`src/hdl/afc_defines.svh`:
```
/*
  register indices, field positions, reset values and timing counts of the
  converter and result FIFO control block.
  assumes a 40 MHz clock and a byte address of four times each index.
*/
`ifndef AFC_DEFINES_SVH
`define AFC_DEFINES_SVH

// register indices, byte address is four times the index
`define AFC_IDX_CMD1 5'h00
`define AFC_IDX_STAT1 5'h00
`define AFC_IDX_CLEAR 5'h01
`define AFC_IDX_FIFO_LSB 5'h02
`define AFC_IDX_FIFO_MSB 5'h03
`define AFC_IDX_TIMER_CLR 5'h06
`define AFC_IDX_CMD2 5'h07
`define AFC_IDX_STAT2 5'h07
`define AFC_IDX_CNT0_DATA 5'h08
`define AFC_IDX_CNT_MODE 5'h0B
`define AFC_IDX_CIS_CODE 5'h10
`define AFC_IDX_CIS_LINK 5'h11
`define AFC_IDX_CIS_GAIN 5'h12
`define AFC_IDX_CIS_OFS 5'h13
`define AFC_IDX_CIS_GERR 5'h14

// field positions
`define AFC_STAT1_AVAIL_BIT 0
`define AFC_STAT1_ERR_BIT 1
`define AFC_STAT2_OVF_BIT 0
`define AFC_STAT2_OVR_BIT 1
`define AFC_CMD1_INTEN_BIT 6
`define AFC_CMD2_DISABLE_BIT 1

// reset and command values
`define AFC_CMD1_RESET 8'h80
`define AFC_CMD2_RESET 8'h00
`define AFC_MODE_FORCE_HIGH 8'h34
`define AFC_MODE_FORCE_LOW 8'h30
`define AFC_TUPLE_CODE 8'h81
`define AFC_TUPLE_LINK 8'h03
`define AFC_GAIN_CODE_SE5V 8'h02
`define AFC_RESP_OKAY 2'h0
`define AFC_RESP_SLVERR 2'h2
`define AFC_FIFO_DEPTH 5'h10

// timing
`define AFC_CLK_MHZ 40
`define AFC_CONV_TIME_NS 10000
`define AFC_AVAIL_LIMIT_NS 20000
`define AFC_CONV_CYCLES ((`AFC_CONV_TIME_NS * `AFC_CLK_MHZ) / 1000)
`define AFC_AVAIL_CYCLES ((`AFC_AVAIL_LIMIT_NS * `AFC_CLK_MHZ) / 1000)

`endif

```
`src/hdl/afc_pkg.sv`:
```
/*
  types of the converter and result FIFO control block.
  assumes afc_defines.svh for all numbers.
*/
`default_nettype none
package afc_pkg;
  typedef enum logic {CONV_IDLE = 1'h0, CONV_BUSY = 1'h1} afc_conv_e;
  typedef enum logic [1:0] {
    TMR_PIN = 2'h0, TMR_HIGH = 2'h1, TMR_LOW = 2'h2
  } afc_tmr_e;

  typedef struct packed {
    logic awvalid; logic [6:0] awaddr;
    logic wvalid; logic [31:0] wdata; logic [3:0] wstrb;
    logic bready;
    logic arvalid; logic [6:0] araddr;
    logic rready;
  } afc_axi_req_s;

  typedef struct packed {
    logic awready; logic wready;
    logic bvalid; logic [1:0] bresp;
    logic arready;
    logic rvalid; logic [31:0] rdata; logic [1:0] rresp;
  } afc_axi_rsp_s;

  typedef struct packed {
    afc_conv_e state; logic [8:0] count;
    logic doneValid; logic [15:0] doneData; logic overrun;
  } afc_conv_s;

  typedef struct packed {
    logic awHave; logic [4:0] awIdx;
    logic wHave; logic [7:0] wByte; logic wLane;
    logic bvalid; logic [1:0] bresp;
    logic rvalid; logic [7:0] rByte; logic [1:0] rresp;
    logic [7:0] cmd1; logic [7:0] cmd2; afc_tmr_e tmrMode;
    logic [2:0] trigSync; logic trigStable; logic prevTrig;
    logic [2:0] tmrSync; logic tmrStable; logic prevTmr;
    logic [15:0][15:0] fifo; logic [3:0] rdPtr; logic [3:0] wrPtr;
    logic [4:0] count; logic lowSeen; logic overflow; logic overrun;
    logic [15:0] lastResult;
  } afc_state_s;
endpackage
`default_nettype wire

```
`src/hdl/afc_adc_fifo_ctrl.sv`:
```
/*
  converter start control, 16-entry result FIFO, error flags and the
  byte-wide register file on an AXI4-Lite slave.
  assumes a 40 MHz clock, trigger and timer lines from pins, and a
  front end that supplies the 12-bit code on the same clock.
*/
`include "afc_defines.svh"
`default_nettype none
module afc_adc_fifo_ctrl #(
  parameter logic [7:0] CAL_OFFSET = 8'h00,
  parameter logic [7:0] CAL_GAIN = 8'h00
) (
  input wire logic clock,
  input wire logic reset,
  input wire afc_pkg::afc_axi_req_s axiReq,
  output var afc_pkg::afc_axi_rsp_s axiRsp,
  input wire logic sampleTimerOutput,
  input wire logic externalConvertTrigger_n,
  input wire logic [11:0] adcCode,
  output logic timerLevel,
  output logic resultAvailable,
  output logic irqLine
);
  afc_pkg::afc_state_s state_ff;
  afc_pkg::afc_state_s nxt_state;
  logic awReady;
  logic wReady;
  logic doWrite;
  logic clearWrite;
  logic arTake;
  logic [4:0] rdIdx;
  logic [8:0] readWord;
  logic tmrEff;
  logic acqEnable;
  logic trigEdge;
  logic tmrEdge;
  logic startPulse;
  logic popReq;
  logic pushOk;
  logic ovfEvent;
  logic convDone;
  logic [15:0] convData;
  logic convOverrun;
  logic convBusy;

  ////////////////////////////////////////////////////////////////////////////
  // address decode
  function automatic logic wrMapped(input logic [4:0] idx);
    case (idx)
      `AFC_IDX_CMD1, `AFC_IDX_CLEAR, `AFC_IDX_TIMER_CLR, `AFC_IDX_CMD2,
      `AFC_IDX_CNT0_DATA, `AFC_IDX_CNT_MODE: wrMapped = 1'h1;
      default: wrMapped = 1'h0;
    endcase
  endfunction

  // read mux: bit 8 marks a mapped index
  function automatic logic [8:0] readReg(input logic [4:0] idx,
                                         input afc_pkg::afc_state_s s);
    logic [15:0] head;
    head = s.fifo[s.rdPtr];
    readReg = {1'h1, 8'h00};
    case (idx)
      `AFC_IDX_STAT1: begin
        readReg[`AFC_STAT1_AVAIL_BIT] = (s.count != 5'h00);
        readReg[`AFC_STAT1_ERR_BIT] = s.overflow | s.overrun;
      end
      `AFC_IDX_STAT2: begin
        readReg[`AFC_STAT2_OVF_BIT] = s.overflow;
        readReg[`AFC_STAT2_OVR_BIT] = s.overrun;
      end
      `AFC_IDX_FIFO_LSB: readReg[7:0] = head[7:0];
      `AFC_IDX_FIFO_MSB: readReg[7:0] = head[15:8];
      // write-only registers give nothing back
      `AFC_IDX_CLEAR, `AFC_IDX_TIMER_CLR, `AFC_IDX_CNT0_DATA,
      `AFC_IDX_CNT_MODE: readReg[7:0] = 8'h00;
      `AFC_IDX_CIS_CODE: readReg[7:0] = `AFC_TUPLE_CODE;
      `AFC_IDX_CIS_LINK: readReg[7:0] = `AFC_TUPLE_LINK;
      `AFC_IDX_CIS_GAIN: readReg[7:0] = `AFC_GAIN_CODE_SE5V;
      `AFC_IDX_CIS_OFS: readReg[7:0] = CAL_OFFSET;
      `AFC_IDX_CIS_GERR: readReg[7:0] = CAL_GAIN;
      default: readReg = 9'h000;
    endcase
  endfunction

  ////////////////////////////////////////////////////////////////////////////
  // bus handshakes and derived events
  assign awReady = !state_ff.awHave && !state_ff.bvalid;
  assign wReady = !state_ff.wHave && !state_ff.bvalid;
  assign doWrite = state_ff.awHave && state_ff.wHave && !state_ff.bvalid;
  assign clearWrite = doWrite && state_ff.wLane &&
                      (state_ff.awIdx == `AFC_IDX_CLEAR);
  assign arTake = axiReq.arvalid && !state_ff.rvalid;
  // only the low five word-address bits decode
  assign rdIdx = axiReq.araddr[6:2];
  assign readWord = readReg(rdIdx, state_ff);

  always_comb begin
    case (state_ff.tmrMode)
      afc_pkg::TMR_HIGH: tmrEff = 1'h1;
      afc_pkg::TMR_LOW: tmrEff = 1'h0;
      afc_pkg::TMR_PIN: tmrEff = state_ff.tmrStable;
      default: tmrEff = 1'h0;
    endcase
  end

  assign acqEnable = !state_ff.cmd2[`AFC_CMD2_DISABLE_BIT];
  assign trigEdge = state_ff.trigStable && !state_ff.prevTrig;
  assign tmrEdge = tmrEff && !state_ff.prevTmr;
  // trigger counts only while the timer line is high
  assign startPulse = acqEnable && (tmrEdge || (trigEdge && tmrEff));
  // the high byte pops only after the low byte
  assign popReq = arTake && (rdIdx == `AFC_IDX_FIFO_MSB) &&
                  state_ff.lowSeen && (state_ff.count != 5'h00);
  assign pushOk = convDone && ((state_ff.count != `AFC_FIFO_DEPTH) || popReq);
  assign ovfEvent = convDone && !clearWrite && !popReq &&
                    (state_ff.count == `AFC_FIFO_DEPTH);

  afc_conv_seq convSeq (
    .clock(clock),
    .reset(reset),
    .startPulse(startPulse),
    .adcCode(adcCode),
    .doneValid(convDone),
    .doneData(convData),
    .overrunPulse(convOverrun),
    .busy(convBusy)
  );

  ////////////////////////////////////////////////////////////////////////////
  always_comb begin
    nxt_state = state_ff;
    if (axiReq.awvalid && awReady) begin
      nxt_state.awHave = 1'h1;
      nxt_state.awIdx = axiReq.awaddr[6:2];
    end
    if (axiReq.wvalid && wReady) begin
      nxt_state.wHave = 1'h1;
      nxt_state.wByte = axiReq.wdata[7:0];
      nxt_state.wLane = axiReq.wstrb[0];
    end
    if (state_ff.bvalid && axiReq.bready) begin
      nxt_state.bvalid = 1'h0;
    end
    if (doWrite) begin
      nxt_state.awHave = 1'h0;
      nxt_state.wHave = 1'h0;
      nxt_state.bvalid = 1'h1;
      nxt_state.bresp = wrMapped(state_ff.awIdx) ? `AFC_RESP_OKAY :
                                                   `AFC_RESP_SLVERR;
      if (state_ff.wLane) begin
        // a write replaces every bit at once
        case (state_ff.awIdx)
          `AFC_IDX_CMD1: nxt_state.cmd1 = state_ff.wByte;
          `AFC_IDX_CMD2: nxt_state.cmd2 = state_ff.wByte;
          `AFC_IDX_CNT0_DATA: nxt_state.tmrMode = afc_pkg::TMR_PIN;
          `AFC_IDX_CNT_MODE: begin
            if (state_ff.wByte == `AFC_MODE_FORCE_HIGH) begin
              nxt_state.tmrMode = afc_pkg::TMR_HIGH;
            end else if (state_ff.wByte == `AFC_MODE_FORCE_LOW) begin
              nxt_state.tmrMode = afc_pkg::TMR_LOW;
            end
          end
          default: nxt_state.cmd1 = state_ff.cmd1;
        endcase
      end
    end
    if (state_ff.rvalid && axiReq.rready) begin
      nxt_state.rvalid = 1'h0;
    end
    if (arTake) begin
      nxt_state.rvalid = 1'h1;
      nxt_state.rByte = readWord[7:0];
      nxt_state.rresp = readWord[8] ? `AFC_RESP_OKAY : `AFC_RESP_SLVERR;
      if (rdIdx == `AFC_IDX_FIFO_LSB) begin
        nxt_state.lowSeen = 1'h1;
      end
    end
    // pin synchronisers, a level counts once stages two and three agree
    nxt_state.trigSync = {state_ff.trigSync[1:0], externalConvertTrigger_n};
    if (state_ff.trigSync[2] == state_ff.trigSync[1]) begin
      nxt_state.trigStable = state_ff.trigSync[2];
    end
    nxt_state.prevTrig = state_ff.trigStable;
    nxt_state.tmrSync = {state_ff.tmrSync[1:0], sampleTimerOutput};
    if (state_ff.tmrSync[2] == state_ff.tmrSync[1]) begin
      nxt_state.tmrStable = state_ff.tmrSync[2];
    end
    nxt_state.prevTmr = tmrEff;
    // result FIFO
    if (convDone) begin
      nxt_state.lastResult = convData;
    end
    if (clearWrite) begin
      // one stale word, the latest conversion
      nxt_state.fifo[state_ff.rdPtr] = convDone ? convData :
                                                  state_ff.lastResult;
      nxt_state.wrPtr = state_ff.rdPtr + 4'h1;
      nxt_state.count = 5'h01;
      nxt_state.lowSeen = 1'h0;
    end else begin
      if (popReq) begin
        nxt_state.rdPtr = state_ff.rdPtr + 4'h1;
        nxt_state.lowSeen = 1'h0;
      end
      if (pushOk) begin
        nxt_state.fifo[state_ff.wrPtr] = convData;
        nxt_state.wrPtr = state_ff.wrPtr + 4'h1;
      end
      case ({pushOk, popReq})
        2'h2: nxt_state.count = state_ff.count + 5'h01;
        2'h1: nxt_state.count = state_ff.count - 5'h01;
        default: nxt_state.count = state_ff.count;
      endcase
    end
    // error flags, an overrun in the clear cycle still sets; overflow is masked by the clear
    if (clearWrite) begin
      nxt_state.overflow = 1'h0;
      nxt_state.overrun = 1'h0;
    end
    if (ovfEvent) begin
      nxt_state.overflow = 1'h1;
    end
    if (convOverrun) begin
      nxt_state.overrun = 1'h1;
    end
  end

  always_ff @(posedge clock or posedge reset) begin
    if (reset) begin
      // power-up matches the state after initialisation
      state_ff <= '0;
      state_ff.cmd1 <= `AFC_CMD1_RESET;
      state_ff.cmd2 <= `AFC_CMD2_RESET;
      state_ff.tmrMode <= afc_pkg::TMR_HIGH;
      state_ff.trigSync <= 3'h7;
      state_ff.trigStable <= 1'h1;
      state_ff.prevTrig <= 1'h1;
      state_ff.prevTmr <= 1'h1;
    end else begin
      state_ff <= nxt_state;
    end
  end

  ////////////////////////////////////////////////////////////////////////////
  // outputs
  always_comb begin
    axiRsp.awready = awReady;
    axiRsp.wready = wReady;
    axiRsp.bvalid = state_ff.bvalid;
    axiRsp.bresp = state_ff.bresp;
    axiRsp.arready = !state_ff.rvalid;
    axiRsp.rvalid = state_ff.rvalid;
    axiRsp.rdata = {24'h000000, state_ff.rByte};
    axiRsp.rresp = state_ff.rresp;
  end

  assign timerLevel = tmrEff;
  assign resultAvailable = (state_ff.count != 5'h00);
  // single level interrupt line
  assign irqLine = state_ff.cmd1[`AFC_CMD1_INTEN_BIT] && resultAvailable;
endmodule
`default_nettype wire

```
`src/hdl/afc_conv_seq.sv`:
```
/*
  conversion sequencer: times one conversion, delivers the sign-extended
  result and reports a start that arrives while busy.
  assumes adcCode comes from front-end logic on the same clock.
*/
`include "afc_defines.svh"
`default_nettype none
module afc_conv_seq (
  input wire logic clock,
  input wire logic reset,
  input wire logic startPulse,
  input wire logic [11:0] adcCode,
  output logic doneValid,
  output logic [15:0] doneData,
  output logic overrunPulse,
  output logic busy
);
  afc_pkg::afc_conv_s conv_ff;
  afc_pkg::afc_conv_s nxt_conv;

  ////////////////////////////////////////////////////////////////////////////
  always_comb begin
    nxt_conv = conv_ff;
    nxt_conv.doneValid = 1'h0;
    nxt_conv.overrun = 1'h0;
    case (conv_ff.state)
      afc_pkg::CONV_IDLE: begin
        if (startPulse) begin
          nxt_conv.state = afc_pkg::CONV_BUSY;
          nxt_conv.count = 9'(`AFC_CONV_CYCLES - 1);
        end
      end
      afc_pkg::CONV_BUSY: begin
        // start while converting is dropped and flagged
        nxt_conv.overrun = startPulse;
        if (conv_ff.count == 9'h000) begin
          nxt_conv.state = afc_pkg::CONV_IDLE;
          nxt_conv.doneValid = 1'h1;
          // sign extension over four bits
          nxt_conv.doneData = {{4{adcCode[11]}}, adcCode};
        end else begin
          nxt_conv.count = conv_ff.count - 9'h001;
        end
      end
      default: nxt_conv.state = afc_pkg::CONV_IDLE;
    endcase
  end

  always_ff @(posedge clock or posedge reset) begin
    if (reset) begin
      conv_ff <= '0;
    end else begin
      conv_ff <= nxt_conv;
    end
  end

  assign doneValid = conv_ff.doneValid;
  assign doneData = conv_ff.doneData;
  assign overrunPulse = conv_ff.overrun;
  assign busy = (conv_ff.state == afc_pkg::CONV_BUSY);
endmodule
`default_nettype wire

```
`config.mk`:
```
export PLATFORM = sky130hd
export DESIGN_NAME = afc_adc_fifo_ctrl
export DESIGN_NICKNAME = d
export VERILOG_FILES = /design/src/hdl/afc_pkg.sv /design/src/hdl/afc_adc_fifo_ctrl.sv /design/src/hdl/afc_conv_seq.sv
export VERILOG_INCLUDE_DIRS = /design/src /design/src/hdl
export SDC_FILE = /design/constraint.sdc
export NUM_CORES = 1
export LEC_CHECK = 0
export BUFFER_PORTS_ARGS = -buffer_cell sky130_fd_sc_hd__buf_2
export CAP_MARGIN = 0
export CELL_PAD_IN_SITES_DETAIL_PLACEMENT = 0
export CELL_PAD_IN_SITES_GLOBAL_PLACEMENT = 1
export CORE_MARGIN = 5
export CORE_UTILIZATION = 45
export CTS_CLUSTER_SIZE = 28
export DETAILED_ROUTE_END_ITERATION = 8
export PLACE_DENSITY = 0.82
export SLEW_MARGIN = 30
export SYNTH_ARGS = -nofsm -noshare
export SYNTH_HDL_FRONTEND = slang
export SYNTH_SLANG_ARGS = --single-unit
```
`constraint.sdc`:
```
create_clock -name clock -period 12.8 [get_ports clock]
set_clock_uncertainty 0.1 [all_clocks]
set_input_delay 2.56 -clock clock [delete_from_list [all_inputs] [get_ports clock]]
set_output_delay 2.56 -clock clock [all_outputs]
set_load 0.02 [all_outputs]
```
==> results_dict.tcl <==
set metrics [dict create \
    period_share_pct 42.3 \
    setup_viol 0 \
    hold_viol 0 \
    drt_wl_total_um 56400 \
    cts_root_buf "clkbuf_16" \
    synthCells 1649 \
    reg2reg_depth 6 \
    cts_buffers 39 \
    drc_errors 0 \
    htree_levels 2 \
    hold_path_end "nxt_state[292]" \
    vias_per_cell 6.57 \
    hold_start "nxt_state[291]" \
    grt_max_degree 185 \
    rsz0062_at_grt "no" \
    grt_pass1_wl_um 86800 \
    tightestPinTransition_ns 1.08 \
    final_area_sq_um 20100 \
    power_density_nw_per_um2 187 \
    maxSlewViolCount 0 \
    async_flop_share_pct 100 \
    crit_arrival_ns 2.75 \
    place_area_sq_um 18700 \
    synth_area_sq_um 18200 \
    postCtsSetupRepairBufs 0 \
    die-area_sq_um 44600 \
    final_cells 2165 \
    vias 14200 \
    synthTopCellsByArea "dfrtp_1, mux4_2, a22oi_1, o2bb2ai_1, o21ai_0" \
    max_cap_violations 0 \
    end_kind "primary output" \
    start_util_pct 45.7 \
    yosys_warnings 0 \
    hp-class "reg2reg" \
    cp-start-kind "flop" \
    fp-row-count 73 \
    cp_data_required_time_ns 10.14 \
    portBuffers 57 \
    dr.pass1.iters 6 \
    track_usage_pct 24.8 \
    cp_max_fo 8 \
    worst_hold_slack_ns 0.249 \
    ys_seq_elements 354 \
    final_cell_mix "dfrtp_1, a22oi_1, o21ai_0" \
    syn-mean-instance-area_sq_um 11.0 \
    peakVddDrop_mv 0.0896 \
    place.gp.congestion 0.868 \
    power.total_mw 3.76 \
    slew_headroom_pct 27.9 \
    synth_cell_types 69 \
    n_antenna_cell 0 \
    cts_resized 0 \
    synth_top_area_cell "dfrtp_1" \
    hpwlAfterDp_um 35700 \
    place_inst 2093 \
    status "completed" \
    max_freq_mhz 185 \
    drive_gt1_share_pct 18.5 \
    clock_latency_ns 0.54 \
    synth_top_area_share_pct 47.7 \
    p_leak_nw 8.15 \
    final_common_cell "dfrtp_1" \
    fin_util_pct 50.2 \
    coreArea_sq_um 39900 \
    clk_pin_slew_worst_paths_ns 0.06 \
    pin_count 115 \
    die_x_um 211 \
    tns_ns 0 \
    clock_path_buffers 3 \
    ys.flop_type "dfrtp_1" \
    r2r_slack_ns 9.11 \
    r2r_end "axiRsp[2]" \
    synth_edf_count 0 \
    grt_pass1_vias 14200 \
    ant_nets 0 \
    cts_tree "built" \
    fin_crit_ns 5.41 \
    die_h_um 211 \
    wl_per_cell_um 26.0 \
    antenna_found_initial 1 \
    worstReg2RegStart "state_ff[28]" \
    min_path_cells 0 \
    grt_overflow 0 \
    dp_slack_ns 7.11 \
    path_class "reg2out" \
    cts_hold_buf 0 \
    area_delta_synth_final_pct 10.1 \
    yosysSeqAreaShare_pct 48.7 \
    setup_ws_ns 7.39 \
    drtIter0Drc 1717 \
    cts.sinks 354 \
    nets 1693 \
]
## layer usage
metal	share of wire [%]	track usage, %
met3	9.9	5.66
met1	40	34.8
met2	46	38.2
met5	0	0
met4	3.7	9.19
## worst max-delay path, cell delays in order, from the launching register on
cell and delay [ns]:
dfrtp_1 0.44, or4_1 0.67, nor2_1 0.47, inv_1 0.25
and2_1 0.23, buf_2 0.15
## registers in the layout (all words and copies together), names as in the netlist
name	flops
convSeq.conv_ff	9
convSeq.overrunPulse	1
convSeq.doneData	12
nxt_state	5
convSeq.busy	1
axiRsp	12
state_ff	313
convSeq.doneValid	1
## worst max-delay path by stage
stage                      start             to  slack, ns  depth (start not counted)
finish              state_ff[19]        irqLine       7.39                          5
floorplan                  reset      axiRsp[1]       0.33                          1
global route        state_ff[20]        irqLine       7.23                          5
detailed placement     axiReq[6]  state_ff[163]       7.11                          7
global placement       axiReq[6]  state_ff[162]       7.12                          7
CTS                 state_ff[20]        irqLine       7.41                          5
## kinds of logic after synthesis
group                    count (synthesis)  synth area share [%]
adder cells (fa/ha/maj)                 13                 0.865
XOR/XNOR                                14                 0.673
AND/OR/NAND/NOR                        259                  7.52
buffers and inverters                  320                  7.74
flip-flops                             354                  48.7
multiplexers                           122                  11.6
AO/OA/AOI/OAI                          566                  22.9
other                                    1                0.0206
## where the power goes
| group | total [mW] | leakage (nW) | switching [mW] | internal, mW |
|---|---|---|---|---|
| clock | 1.16 | 0.653 | 0.475 | 0.683 |
| combinational | 1.08 | 3.29 | 0.630 | 0.449 |
| sequential | 1.52 | 4.21 | 0.239 | 1.28 |
## final cells by class
cell class                      count  area (sq um)
Sequential cell                   354          8870
Fill cell                        3496         19900
Tap cell                          525           657
Multi-Input combinational cell   1000          8120
Clock inverter                     12           124
Timing Repair Buffer               98           641
Inverter                          118           450
Clock buffer                       58          1190
## cells in the mapped netlist (4+ instances only)
master / number
a221o_1: 50
nor2b_1: 10
o2bb2ai_1: 93
buf_1: 12
xnor2_1: 8
nor3b_1: 5
ha_1: 11
dfrtp_1: 347
and3b_1: 5
clkbuf_1: 107
a2111oi_0: 6
buf_2: 41
o21ai_1: 6
nand3b_1: 7
o311a_1: 4
and4_1: 5
or2_2: 10
nor2_1: 42
mux2i_1: 21
a31oi_1: 5
a2111oi_1: 5
nand2_1: 68
dfstp_2: 7
a22o_1: 33
mux4_2: 68
mux2_2: 32
a221oi_1: 6
buf_4: 42
and2_1: 15
o22ai_1: 6
nand2b_1: 6
nor3_1: 14
and3_1: 12
o211ai_1: 7
a22oi_1: 159
a21oi_1: 38
or3_1: 5
o21ai_0: 121
nand3_1: 32
inv_1: 118
xor2_1: 6
nor4_1: 9
a211oi_1: 6
Power figures use the tool's default switching activity.
